### config.mk
export PLATFORM = sky130hd
export DESIGN_NAME = ars_autorange
export DESIGN_NICKNAME = d
export VERILOG_FILES = /design/src/rtl/ars_pkg.sv /design/src/rtl/ars_autorange.sv
export SDC_FILE = /design/constraint.sdc
export NUM_CORES = 1
export LEC_CHECK = 0
export BUFFER_PORTS_ARGS = -buffer_cell sky130_fd_sc_hd__buf_2
export CAP_MARGIN = 20
export CORE_ASPECT_RATIO = 2
export CORE_UTILIZATION = 55
export CTS_CLUSTER_DIAMETER = 100
export DETAILED_ROUTE_END_ITERATION = 7
export PLACE_DENSITY = 0.79
export SYNTH_ARGS = -nofsm -noshare
export SYNTH_HDL_FRONTEND = slang
export SYNTH_SLANG_ARGS = --single-unit
### constraint.sdc
create_clock -name clk_i -period 2.9 [get_ports clk_i]
set_input_delay 0.29 -clock clk_i [delete_from_list [all_inputs] [get_ports clk_i]]
set_output_delay 0.29 -clock clk_i [all_outputs]
set_load 0.02 [all_outputs]
### src/rtl/ars_pkg.sv
// constants, register map and codes of the autorange selector
package ars_pkg;

    // ****************************************************************
    // register map (byte offsets on wishbone)
    // ****************************************************************
    localparam logic [7:0] OFS_CTRL     = 8'h00;
    localparam logic [7:0] OFS_STATUS   = 8'h04;
    localparam logic [7:0] OFS_RESULT   = 8'h08;
    localparam logic [7:0] OFS_IRQ_STAT = 8'h0C;
    localparam logic [7:0] OFS_IRQ_CLR  = 8'h10;
    localparam logic [7:0] OFS_IRQ_EN   = 8'h14;

    // ctrl fields: mode one-hot [3:0], group one-hot [6:4], override [9:8]
    localparam int CTRL_MODE_LSB  = 0;
    localparam int CTRL_GROUP_LSB = 4;
    localparam int CTRL_OVR_LSB   = 8;
    localparam logic [3:0] MODE_DC    = 4'h1;
    localparam logic [3:0] MODE_RES   = 4'h2;
    localparam logic [3:0] MODE_AC    = 4'h4;
    localparam logic [3:0] MODE_HF    = 4'h8;
    localparam logic [2:0] GROUP_RST  = 3'h1;

    // override codes
    localparam logic [1:0] OVR_AUTO = 2'h0;
    localparam logic [1:0] OVR_10   = 2'h1;
    localparam logic [1:0] OVR_100  = 2'h2;
    localparam logic [1:0] OVR_1000 = 2'h3;

    // range index: 0 is 1:1 (most sensitive), 2 is 1:100 (least sensitive)
    localparam logic [1:0] RANGE_X1   = 2'h0;
    localparam logic [1:0] RANGE_X10  = 2'h1;
    localparam logic [1:0] RANGE_X100 = 2'h2;

    // sign display codes
    localparam logic [1:0] SIGN_BLANK = 2'h0;
    localparam logic [1:0] SIGN_PLUS  = 2'h1;
    localparam logic [1:0] SIGN_MINUS = 2'h2;
    localparam logic [1:0] SIGN_ALT   = 2'h3;

    // interrupt bits
    localparam int IRQ_DONE  = 0;
    localparam int IRQ_STEP  = 1;
    localparam int IRQ_LIMIT = 2;

    // thresholds and timing
    localparam int          CNT_W      = 12;
    localparam logic [11:0] CNT_LOW    = 12'h063;  // 99
    localparam logic [11:0] CNT_HIGH   = 12'h578;  // 1400
    localparam logic [11:0] CNT_SAT    = 12'hFFF;
    localparam int          UP_CLKS    = 1000;
    localparam int          CLK_HZ     = 125_000_000;
    localparam int          SETTLE_MS  = 100;
    localparam int          SETTLE_CYC = (CLK_HZ / 1000) * SETTLE_MS;
    localparam int          CONV_DIV   = 4;

    typedef enum logic [3:0] {
        ST_SETTLE = 4'h1,
        ST_UP     = 4'h2,
        ST_DOWN   = 4'h4,
        ST_EVAL   = 4'h8
    } ars_state_e;

endpackage

### src/rtl/ars_autorange.sv
// autorange selector: conversion sequencing, range stepping, display control
//
// The register offsets and the Wishbone slave port are this design's own decisions.
`timescale 1ns/1ns
module ars_autorange #(
    parameter int SETTLE_CYCLES = ars_pkg::SETTLE_CYC,
    parameter int CONV_DIVIDE   = ars_pkg::CONV_DIV
) (
    input  wire logic                     clk_i,
    input  wire logic                     rst_i,
    input  wire logic                     wb_cyc_i,
    input  wire logic                     wb_stb_i,
    input  wire logic                     wb_we_i,
    input  wire logic [7:0]               wb_adr_i,
    input  wire logic [31:0]              wb_dat_i,
    input  wire logic [3:0]               wb_sel_i,
    output logic      [31:0]              wb_dat_o,
    output logic                          wb_ack_o,
    input  wire logic                     zero_cross_i,
    input  wire logic                     polarity_neg_i,
    input  wire logic                     input_open_i,
    output logic                          integ_up_o,
    output logic                          integ_down_o,
    output logic      [1:0]               range_o,
    output logic      [2:0]               group_o,
    output logic      [3:0]               mode_o,
    output logic      [1:0]               dp_pos_o,
    output logic      [1:0]               sign_o,
    output logic                          range_limit_lamp_o,
    output logic      [ars_pkg::CNT_W-1:0] display_o,
    output logic                          irq_o
);
    import ars_pkg::*;

    // ****************************************************************
    // pin synchronisers: three stages, accept when stages 2 and 3 agree
    // ****************************************************************
    logic [2:0] s1_reg, s2_reg, s3_reg, pin_reg;
    always_ff @(posedge clk_i)
    begin
        if (rst_i)
        begin
            s1_reg  <= 3'h0;
            s2_reg  <= 3'h0;
            s3_reg  <= 3'h0;
            pin_reg <= 3'h0;
        end
        else
        begin
            s1_reg <= {input_open_i, polarity_neg_i, zero_cross_i};
            s2_reg <= s1_reg;
            s3_reg <= s2_reg;
            for (int i = 0; i < 3; i++)
                if (s2_reg[i] == s3_reg[i])
                    pin_reg[i] <= s3_reg[i];
        end
    end
    logic zc, neg, open_now, open_prev_reg;
    assign zc       = pin_reg[0];
    assign neg      = pin_reg[1];
    assign open_now = pin_reg[2];

    // ****************************************************************
    // wishbone slave
    // ****************************************************************
    logic       req, wr;
    logic [3:0] mode_reg;
    logic [2:0] group_reg;
    logic [1:0] ovr_reg;
    logic [2:0] irq_stat_reg, irq_en_reg, irq_evt;
    logic       restart_reg;
    assign req = wb_cyc_i && wb_stb_i && !wb_ack_o;
    assign wr  = req && wb_we_i && wb_sel_i[0];

    always_ff @(posedge clk_i)
    begin
        if (rst_i)
        begin
            mode_reg    <= MODE_DC;
            group_reg   <= GROUP_RST;
            ovr_reg     <= OVR_AUTO;
            irq_en_reg  <= 3'h0;
            restart_reg <= 1'b0;
        end
        else
        begin
            restart_reg <= 1'b0;
            if (wr && wb_adr_i == OFS_CTRL)
            begin
                // a mode field that selects more or fewer than one mode is ignored; group and override still apply
                if ($onehot(wb_dat_i[CTRL_MODE_LSB +: 4]))
                    mode_reg <= wb_dat_i[CTRL_MODE_LSB +: 4];
                // a new coarse group restarts autoranging
                if ($onehot(wb_dat_i[CTRL_GROUP_LSB +: 3]))
                begin
                    group_reg   <= wb_dat_i[CTRL_GROUP_LSB +: 3];
                    restart_reg <= wb_dat_i[CTRL_GROUP_LSB +: 3] != group_reg;
                end
            end
            if (req && wb_we_i && wb_sel_i[1] && wb_adr_i == OFS_CTRL)
                ovr_reg <= wb_dat_i[CTRL_OVR_LSB +: 2];
            if (wr && wb_adr_i == OFS_IRQ_EN)
                irq_en_reg <= wb_dat_i[2:0];
            // interrupted input also restarts
            if (open_now && !open_prev_reg)
                restart_reg <= 1'b1;
        end
    end

    always_ff @(posedge clk_i)
    begin
        if (rst_i)
            open_prev_reg <= 1'b0;
        else
            open_prev_reg <= open_now;
    end

    // ****************************************************************
    // conversion sequencer
    // ****************************************************************
    ars_state_e         state_reg;
    logic [1:0]         range_reg;
    logic [CNT_W-1:0]   count_reg, result_reg;
    logic [31:0]        settle_reg;
    logic [15:0]        div_reg;
    logic               tick, lamp_reg, neg_reg;
    logic               auto_mode, want_up, want_down;

    assign tick      = div_reg == 16'(CONV_DIVIDE - 1);
    assign auto_mode = ovr_reg == OVR_AUTO;
    // thresholds use only the latched result
    assign want_up   = result_reg <= CNT_LOW && range_reg != RANGE_X1;
    assign want_down = result_reg >= CNT_HIGH && range_reg != RANGE_X100;

    function automatic logic [1:0] forced_range(input logic [1:0] ovr);
        unique case (ovr)
            OVR_10:   forced_range = RANGE_X1;
            OVR_100:  forced_range = RANGE_X10;
            default:  forced_range = RANGE_X100;
        endcase
    endfunction

    always_ff @(posedge clk_i)
    begin
        if (rst_i || state_reg != ST_UP && state_reg != ST_DOWN || tick)
            div_reg <= 16'h0;
        else
            div_reg <= div_reg + 16'h1;
    end

    always_ff @(posedge clk_i)
    begin
        if (rst_i)
        begin
            state_reg  <= ST_SETTLE;
            range_reg  <= RANGE_X1;
            count_reg  <= '0;
            result_reg <= '0;
            settle_reg <= 32'h0;
            neg_reg    <= 1'b0;
            lamp_reg   <= 1'b0;
        end
        else if (restart_reg && auto_mode)
        begin
            range_reg  <= RANGE_X1;
            state_reg  <= ST_SETTLE;
            settle_reg <= 32'h0;
        end
        else
        begin
            if (!auto_mode)
                range_reg <= forced_range(ovr_reg);
            unique case (state_reg)
                ST_SETTLE:
                begin
                    settle_reg <= settle_reg + 32'h1;
                    if (settle_reg >= 32'(SETTLE_CYCLES - 1))
                    begin
                        state_reg <= ST_UP;
                        count_reg <= '0;
                    end
                end
                ST_UP:
                    if (tick)
                    begin
                        // fixed upward integration of 1000 periods
                        if (count_reg == CNT_W'(UP_CLKS - 1))
                        begin
                            neg_reg   <= neg;
                            count_reg <= '0;
                            state_reg <= ST_DOWN;
                        end
                        else
                            count_reg <= count_reg + 1'b1;
                    end
                ST_DOWN:
                    if (zc || count_reg == CNT_SAT)
                    begin
                        result_reg <= count_reg;
                        state_reg  <= ST_EVAL;
                    end
                    else if (tick)
                        count_reg <= count_reg + 1'b1;
                ST_EVAL:
                begin
                    // lamp on the least sensitive range at 1400 or more
                    lamp_reg   <= range_reg == RANGE_X100 && result_reg >= CNT_HIGH;
                    count_reg  <= '0;
                    settle_reg <= 32'h0;
                    if (auto_mode && (want_up || want_down))
                    begin
                        // one step, then settle before the next conversion
                        range_reg <= want_up ? range_reg - 2'h1 : range_reg + 2'h1;
                        state_reg <= ST_SETTLE;
                    end
                    else
                        state_reg <= ST_UP;
                end
            endcase
        end
    end

    // ****************************************************************
    // display and outputs
    // ****************************************************************
    always_ff @(posedge clk_i)
    begin
        if (rst_i)
        begin
            sign_o    <= SIGN_BLANK;
            display_o <= '0;
        end
        else if (state_reg == ST_EVAL)
        begin
            display_o <= result_reg;
            unique case (mode_reg)
                MODE_DC:  sign_o <= neg_reg ? SIGN_MINUS : SIGN_PLUS;
                MODE_RES: sign_o <= SIGN_BLANK;
                default:  sign_o <= SIGN_ALT;
            endcase
        end
    end

    assign integ_up_o         = state_reg == ST_UP;
    assign integ_down_o       = state_reg == ST_DOWN;
    assign range_o            = range_reg;
    assign dp_pos_o           = range_reg;
    assign group_o            = group_reg;
    assign mode_o             = mode_reg;
    assign range_limit_lamp_o = lamp_reg;

    // ****************************************************************
    // interrupts: set wins over clear
    // ****************************************************************
    assign irq_evt = {state_reg == ST_EVAL && range_reg == RANGE_X100 && result_reg >= CNT_HIGH,
                      state_reg == ST_EVAL && auto_mode && (want_up || want_down),
                      state_reg == ST_EVAL};
    always_ff @(posedge clk_i)
    begin
        if (rst_i)
            irq_stat_reg <= 3'h0;
        else if (wr && wb_adr_i == OFS_IRQ_CLR)
            irq_stat_reg <= (irq_stat_reg & ~wb_dat_i[2:0]) | irq_evt;
        else
            irq_stat_reg <= irq_stat_reg | irq_evt;
    end
    assign irq_o = |(irq_stat_reg & irq_en_reg);

    always_ff @(posedge clk_i)
    begin
        if (rst_i)
        begin
            wb_ack_o <= 1'b0;
            wb_dat_o <= 32'h0;
        end
        else
        begin
            wb_ack_o <= req;
            wb_dat_o <= 32'h0;
            if (req && !wb_we_i)
                unique case (wb_adr_i)
                    OFS_CTRL:     wb_dat_o <= {22'h0, ovr_reg, 1'b0, group_reg, mode_reg};
                    OFS_STATUS:   wb_dat_o <= {24'h0, state_reg, sign_o, lamp_reg, 1'b0}
                                              | {30'h0, range_reg} << 8;
                    OFS_RESULT:   wb_dat_o <= {19'h0, neg_reg, result_reg};
                    OFS_IRQ_STAT: wb_dat_o <= {29'h0, irq_stat_reg};
                    OFS_IRQ_EN:   wb_dat_o <= {29'h0, irq_en_reg};
                    default:      wb_dat_o <= 32'h0;
                endcase
        end
    end

    // ****************************************************************
    // assertions
    // ****************************************************************
    step_up_a: assert property (@(posedge clk_i) disable iff (rst_i)
        state_reg == ST_EVAL && auto_mode && !restart_reg && result_reg <= CNT_LOW
        && range_reg != RANGE_X1 |=> range_reg == $past(range_reg) - 2'h1)
        else $error("range did not step more sensitive");
    step_down_a: assert property (@(posedge clk_i) disable iff (rst_i)
        state_reg == ST_EVAL && auto_mode && !restart_reg && result_reg >= CNT_HIGH
        && range_reg != RANGE_X100 |=> range_reg == $past(range_reg) + 2'h1)
        else $error("range did not step less sensitive");
    range_hold_a: assert property (@(posedge clk_i) disable iff (rst_i)
        state_reg == ST_EVAL && !restart_reg && result_reg > CNT_LOW && result_reg < CNT_HIGH
        |=> $stable(range_reg) && state_reg == ST_UP)
        else $error("range moved inside the window");
    limit_lamp_a: assert property (@(posedge clk_i) disable iff (rst_i)
        state_reg == ST_EVAL && !restart_reg |=> range_limit_lamp_o ==
        ($past(range_reg) == RANGE_X100 && $past(result_reg) >= CNT_HIGH))
        else $error("limit lamp wrong");
    low_stable_a: assert property (@(posedge clk_i) disable iff (rst_i)
        state_reg == ST_EVAL && auto_mode && !restart_reg && range_reg == RANGE_X1
        && result_reg < CNT_LOW |=> range_reg == RANGE_X1 && state_reg == ST_UP)
        else $error("most sensitive range not held");
    override_a: assert property (@(posedge clk_i) disable iff (rst_i)
        !auto_mode && $stable(ovr_reg) |=> range_reg == forced_range($past(ovr_reg)))
        else $error("override range not applied");
    mode_excl_a: assert property (@(posedge clk_i) disable iff (rst_i)
        $onehot(mode_o))
        else $error("modes not exclusive");
    sign_res_a: assert property (@(posedge clk_i) disable iff (rst_i)
        state_reg == ST_EVAL && mode_reg == MODE_RES |=> sign_o == SIGN_BLANK)
        else $error("sign not blank for resistance");
    restart_a: assert property (@(posedge clk_i) disable iff (rst_i)
        restart_reg && auto_mode |=> range_reg == RANGE_X1 && state_reg == ST_SETTLE)
        else $error("restart did not return to most sensitive range");
    settle_a: assert property (@(posedge clk_i) disable iff (rst_i)
        state_reg == ST_EVAL && $changed(range_reg) == 1'b0 && auto_mode && !restart_reg
        && (want_up || want_down) |=> state_reg == ST_SETTLE && settle_reg == 32'h0)
        else $error("no settle delay after a step");
    up_len_a: assert property (@(posedge clk_i) disable iff (rst_i)
        state_reg == ST_UP && $past(state_reg) == ST_UP && !restart_reg
        |-> count_reg < CNT_W'(UP_CLKS))
        else $error("upward phase too long");
    one_step_a: assert property (@(posedge clk_i) disable iff (rst_i)
        auto_mode && $past(auto_mode) && $changed(range_reg)
        |-> $past(state_reg) == ST_EVAL || $past(restart_reg))
        else $error("range changed outside evaluation");

endmodule

==> results of run 1 <==
-- layout make-up --
| class | instances | area, µm² |
|---|---|---|
| Multi-Input combinational cell | 508 | 3159 |
| Inverter | 20 | 75.07 |
| Timing Repair Buffer | 78 | 412.9 |
| Clock buffer | 20 | 466.7 |
| Tap cell | 140 | 175.2 |
| Clock inverter | 12 | 219.0 |
| Sequential cell | 137 | 2743 |
| Fill cell | 890 | 3627 |
-- stage by stage --
stage	hold WS (ns)	instances
floorplan	0.4138	711
global placement	0.4295	883
detailed placement	0.4314	883
CTS	0.08191	915
global route	0.08227	915
finish	0.08504	915
-- cell usage in the layout, fill, tap and decap left out, types with 3 or more instances in the layout --
cell / count
nor4_1: 9
clkbuf_16: 17
ha_1: 7
and3_1: 21
a32o_1: 7
a21oi_1: 39
and4_1: 9
o21ai_0: 25
o21a_1: 3
inv_1: 18
buf_4: 9
nor4b_1: 4
and2_1: 3
nand2_1: 70
a211oi_1: 3
nand4_1: 15
mux2i_1: 27
xor2_1: 23
nor2b_1: 10
nand2b_1: 3
or3_1: 6
a222oi_1: 9
clkinv_2: 3
nand3b_1: 3
bufinv_16: 6
clkbuf_8: 3
nor3b_1: 8
buf_2: 69
xnor2_1: 21
nand3_1: 18
conb_1: 19
nor3_1: 13
nor2_1: 93
dfxtp_1: 137
-- layer usage --
layer | track usage | vias up | wire [µm]
met1 | 0.2552 | 2560 | 5522
met2 | 0.5045 | 155 | 8447
met5 | 0 | - | 0
met3 | 0.05988 | 58 | 523
met4 | 0.2000 | 0 | 823
li1 | - | 2542 | -
-- synth_stat cells (all sizes together), types with 4 or more instances --
cell type,number,area share
a222oi,9,0.015
o21ai,27,0.023
or3,7,0.0079
mux2i,27,0.044
a21oi,39,0.032
clkbuf,18,0.011
nand4,15,0.015
nor3,13,0.011
nor2b,10,0.010
nor4,11,0.015
nor4b,7,0.013
or4b,4,0.0071
inv,20,0.012
nand3,18,0.015
xnor2,21,0.030
xor2,23,0.033
dfxtp,137,0.45
nand2,71,0.044
buf,28,0.030
and4,11,0.016
ha,7,0.014
and2,4,0.0041
and3,22,0.023
nor2,94,0.058
nor3b,9,0.013
a32o,7,0.011
-- final timing paths --
kind / start / to / depth (start not counted)
max reg2reg: count_reg[0] / count_reg[10] / 7
min reg2reg: s1_reg[0] / s2_reg[0] / 1
max: count_reg[0] / count_reg[10] / 7
min: zero_cross_i / s1_reg[0] / 2
-- worst register-to-register path, stage by stage (launching register included) --
cell,delay (ns)
dfxtp_1,0.33
ha_1,0.25
and3_1,0.25
a41oi_1,0.44
nor2_2,0.12
or3_4,0.40
or4_1,0.47
o22ai_1,0.18
-- cells by family (layout without fill, tap and decap cells) --
logic type                 after synthesis  in the layout
xor gates and xnor gates                44             44
DFF                                    137            137
AOI/OAI and AO/OA                      102            102
muxes                                   28             28
adders and majority gates                9              9
other                                    1             19
and+or+nand+nor                        306            306
buffers and inverters                   66            130
-- power breakdown --
part,leakage [nW],switching (mW),internal [mW]
sequential,1.11,0.00558,1.89
combinational,1.54,0.0816,0.0334
clock,0.332,0.799,1.68
==> results.yml, run 1 <==
status:
  outcome: "finished clean"
cells_and_area:
  largest_reg_flops: 32
  utilization: 0.6666
  fin_nets: 823
  num_antenna_cells: 0
  syn2layout_area_growth_pct: 17.76
  fin_area_um2: 7251
  drive_gt1_frac: 0.1677
sta:
  clock_skew_ns: 0.006482
  rsz0062_at_grt: "false"
  setup_ws_ns: 0.3720
  setup_tns_ns: 0
  hold_viol_final: 0
  post-route-period-util: 0.8717
  finalSetupViolCount: 0
  tightest_slew_ns: 0.7013
  fin_crit_ns: 2.528
  slew_viol_final: 0
  slew-limit-headroom: 0.5324
  fmax_ghz: 0.3956
route:
  num_vias: 5315
  avgRoutedWirePerCell_um: 16.74
  drt-total-wl_um: 15320
  route.detailed.drc: 0
  drt_pass1_iterations: 8
  antenna_left: 0
  drtIter0Drc: 297
  via_per_inst: 5.809
synthesis:
  synthMuxAreaShare: 0.04572
  ys_types: 67
  seq_area_frac_synth: 0.4454
  synth_compound_area_frac: 0.1085
  synth_top_family_by_area: "simple AND/OR/NAND/NOR gates"
  synth_enable_flop_cells: 0
  avgSynthCellArea_um2: 8.885
  synth_fa_ha_area_frac: 0.02073
  synth-xor-area-share: 0.06259
  synth-simple-area-share: 0.2630
  synth_warnings: 0
  syn_area_um2: 6157
  ys_seq_elements: 137
  synthArstFlopShare: 0
  syn_inst: 693
  ys_dominant_reg_cell: "dfxtp_1"
worst_setup_path:
  required_ns: 3.23
  path_cells: "ha_1, and3_1, a41oi_1, nor2_2, or3_4, or4_1, o22ai_1"
  startpoint_type: "flop"
  worstSetupPathType: "reg -> reg"
  rrSetupSlack_ns: 0.37
  path_delay_family: "simple AND/OR/NAND/NOR gates"
  cp_num_buf_inv: 0
  arrival_ns: 2.86
  critPathCaptureType: "flop"
  cpMaxStageDelayCell: "or4_1"
  crit_fanout: 6
  cp_slowest_stage_delay_ns: 0.47
placement:
  dpl_worst_slack_ns: 0.3204
  gp_congestion: 0.9038
  port_buffers: 69
  dpl.hpwl_um: 11040
  postPlaceCellArea_um2: 6565
clock_network:
  cts-buffers-inserted: 17
  cts_tree: "built"
  cts_buffer_depth: 2
  clock_latency_ns: 0.42
  cts.repair.resized: 0
  htreeDepth: 4
  clockRootBuffer: "clkbuf_16"
  cts_setup_buffers: 0
  cts_hold_buf: 0
  clkSinkCount: 137
  clkTransAtPathRegs_ns: 0.06
pwr:
  pwr_density_cell_nw_per_um2: 619.1
  p_leak_nw: 2.974
  power_mw: 4.489
  vdd.ir_drop.worst_v: 0.0005629
grt:
  grt_pass1_vias: 5267
  overflow: 0
  grt_max_degree: 36
  grt_first_pass_wirelength_um: 24460
  grt.total_usage: 0.2704
  antenna_found_initial: 0
flow_run:
  max_cap_viol_count: 0
floorplanning:
  die_area_um2: 11650
  die_y_um: 151.6
  die_w_um: 76.82
  io_pins: 114
  start_util: 0.5660
  core-area_um2: 10880
  rows: 54
hold_path:
  hp-class: "in -> reg"
Note: power is estimated with default switching activity, not from simulation.
==> inputs of run 2 (changes only) <==
--- a/config.mk
+++ b/config.mk
@@ -5,13 +5,14 @@
 export SDC_FILE = /design/constraint.sdc
 export NUM_CORES = 1
 export LEC_CHECK = 0
-export BUFFER_PORTS_ARGS = -buffer_cell sky130_fd_sc_hd__buf_2
 export CAP_MARGIN = 20
 export CORE_ASPECT_RATIO = 2
 export CORE_UTILIZATION = 55
 export CTS_CLUSTER_DIAMETER = 100
 export DETAILED_ROUTE_END_ITERATION = 7
-export PLACE_DENSITY = 0.79
+export DONT_BUFFER_PORTS = 1
+export PLACE_DENSITY = 0.7
+export RECOVER_POWER = 100
 export SYNTH_ARGS = -nofsm -noshare
 export SYNTH_HDL_FRONTEND = slang
 export SYNTH_SLANG_ARGS = --single-unit
==> run 2 against run 1 <==
  * The flow now finishes with violations (capacitance limit, slew limit)
  * Combinational power decreased by 24%
  * Routed wire length shrank 5.0%
  * Cell area decreased by 5.5%
  * Cell count shrank 7.4%
  * Sequential cell count unchanged
  * Non-clock buffer count fell by 68
  * Critical path type unchanged
  * First-iteration DRC count is 6.7% lower
  * Global-route usage fell by 1.1 points
  * Largest cell class unchanged
  * Worst hold slack got worse by 0.078 ns
  * Die area unchanged
  * Highest routed layer unchanged
  * Worst setup slack got worse by 0.072 ns
==> results.yml, run 2 (synthesis gave the netlist of run 1 again) <==
sta:
  rsz0062_at_grt: "false"
  post-route-period-util: 0.8966
  clock_skew_ns: 0.01056
  setup_tns_ns: 0
  tightest_slew_ns: 2.404
  whs_ns: 0.006814
  fmax_ghz: 0.3846
  slew-limit-headroom: -0.6025
  hold_viol_final: 0
  slew_viol_final: 58
  fin_crit_ns: 2.600
  finalSetupViolCount: 0
cells_and_area:
  multi_input_area_um2: 3128
  layout.area.seq_um2: 2743
  fin_nets: 755
  nFillCells: 941
  final_cell_mix: "137 x dfxtp_1, 94 x nor2_1, 71 x nand2_1"
  final_common_cell: "dfxtp_1"
  drive_gt1_frac: 0.06931
  instances_no_fill: 847
  largest_reg_flops: 32
  num_antenna_cells: 0
  syn2layout_area_growth_pct: 11.24
route:
  route.detailed.drc: 0
  avgRoutedWirePerCell_um: 17.18
  drt-total-wl_um: 14550
  via_per_inst: 5.876
  drt_pass1_iterations: 5
  num_vias: 4977
  antenna_left: 0
  drtIter0Drc: 277
clock_network:
  cts_tree: "built"
  clkTransAtPathRegs_ns: 0.06
  clock_latency_ns: 0.42
  cts_buffer_depth: 2
  htreeDepth: 4
  cts_setup_buffers: 0
  clockRootBuffer: "clkbuf_16"
  cts-buffers-inserted: 17
  clkSinkCount: 137
flow_run:
  max_cap_viol_count: 1
floorplanning:
  start_util: 0.5660
  die_w_um: 76.82
  core-area_um2: 10880
  die_area_um2: 11650
  die_y_um: 151.6
  io_pins: 114
  rows: 54
worst_setup_path:
  crit_fanout: 6
  reg2reg_from: "count_reg[0]"
  required_ns: 3.24
  worstSetupPathType: "reg -> reg"
  arrival_ns: 2.94
  critPathCaptureType: "flop"
  crit_start: "count_reg[0]"
  startpoint_type: "flop"
placement:
  dpl.hpwl_um: 10340
  placedCellCount: 812
  gp_congestion: 0.9000
  port_buffers: 0
grt:
  overflow: 0
  grt_pass1_vias: 5026
  grt_max_degree: 58
  antenna_found_initial: 0
  grt_first_pass_wirelength_um: 23490
  grt.total_usage: 0.2596
pwr:
  p_leak_nw: 2.627
  vdd.ir_drop.worst_v: 0.0004182
  pwr_density_cell_nw_per_um2: 640.3
status:
  violations: "capacitance limit, slew limit"
  outcome: "complete, but fails checks"
hold_path:
  hp-class: "in -> reg"
  hp-start: "wb_dat_i[4]"
==> run 2: routing by layer <==
metal  global-route usage  vias to the layer above  wire length [µm]
li1                     -                     2410                 -
met1               0.2332                     2381              4983
met2               0.5040                      148              8238
met3              0.05749                       38               600
met4               0.1798                        0               727
met5                    0                        -                 0
==> run 2: report_power, final <==
group          switching [mW]  internal (mW)
clock                   0.804           1.60
sequential            0.00614           1.89
combinational          0.0655         0.0219
==> run 2: layout make-up <==
class | instances | share of cell area
timing repair buffer | 10 | 0.009682
sequential | 137 | 0.4004
clock inverter | 11 | 0.02795
multi-input combinational | 508 | 0.4567
tap | 140 | 0.02558
clock buffer | 21 | 0.06869
inverter | 20 | 0.01096
==> run 2: worst max-delay path: stages, from the launching register on <==
cell and delay (ns):
dfxtp_1 0.35, ha_1 0.25, and3_1 0.25, a41oi_1 0.40, nor2_1 0.18, or3_1 0.45, or4_1 0.50, o22ai_1 0.15
==> run 2: repair_timing <==
item / CTS / global route
endpoints found under the hold margin: 60 / 0
hold buffers: 3 / 0
resized for setup: 0 / 0
==> run 2: stage by stage <==
stage                 util  power, mW  cell area, µm²  setup slack, ns
global route        0.6296      4.509            6849           0.1447
global placement    0.5704      2.009            6205           0.4721
floorplan                -      2.031            6225           0.6407
CTS                 0.6349      4.415            6907           0.3871
finish              0.6296      4.386            6849           0.2999
detailed placement  0.5704      2.011            6205           0.4010
==> run 2: final timing paths <==
check	slack, ns	end	depth (start not counted)
hold / removal	0.007	group_o[0]	2
hold reg to reg	0.43	s2_reg[1]	1
setup / recovery	0.30	count_reg[10]	7
setup reg to reg	0.30	count_reg[10]	7
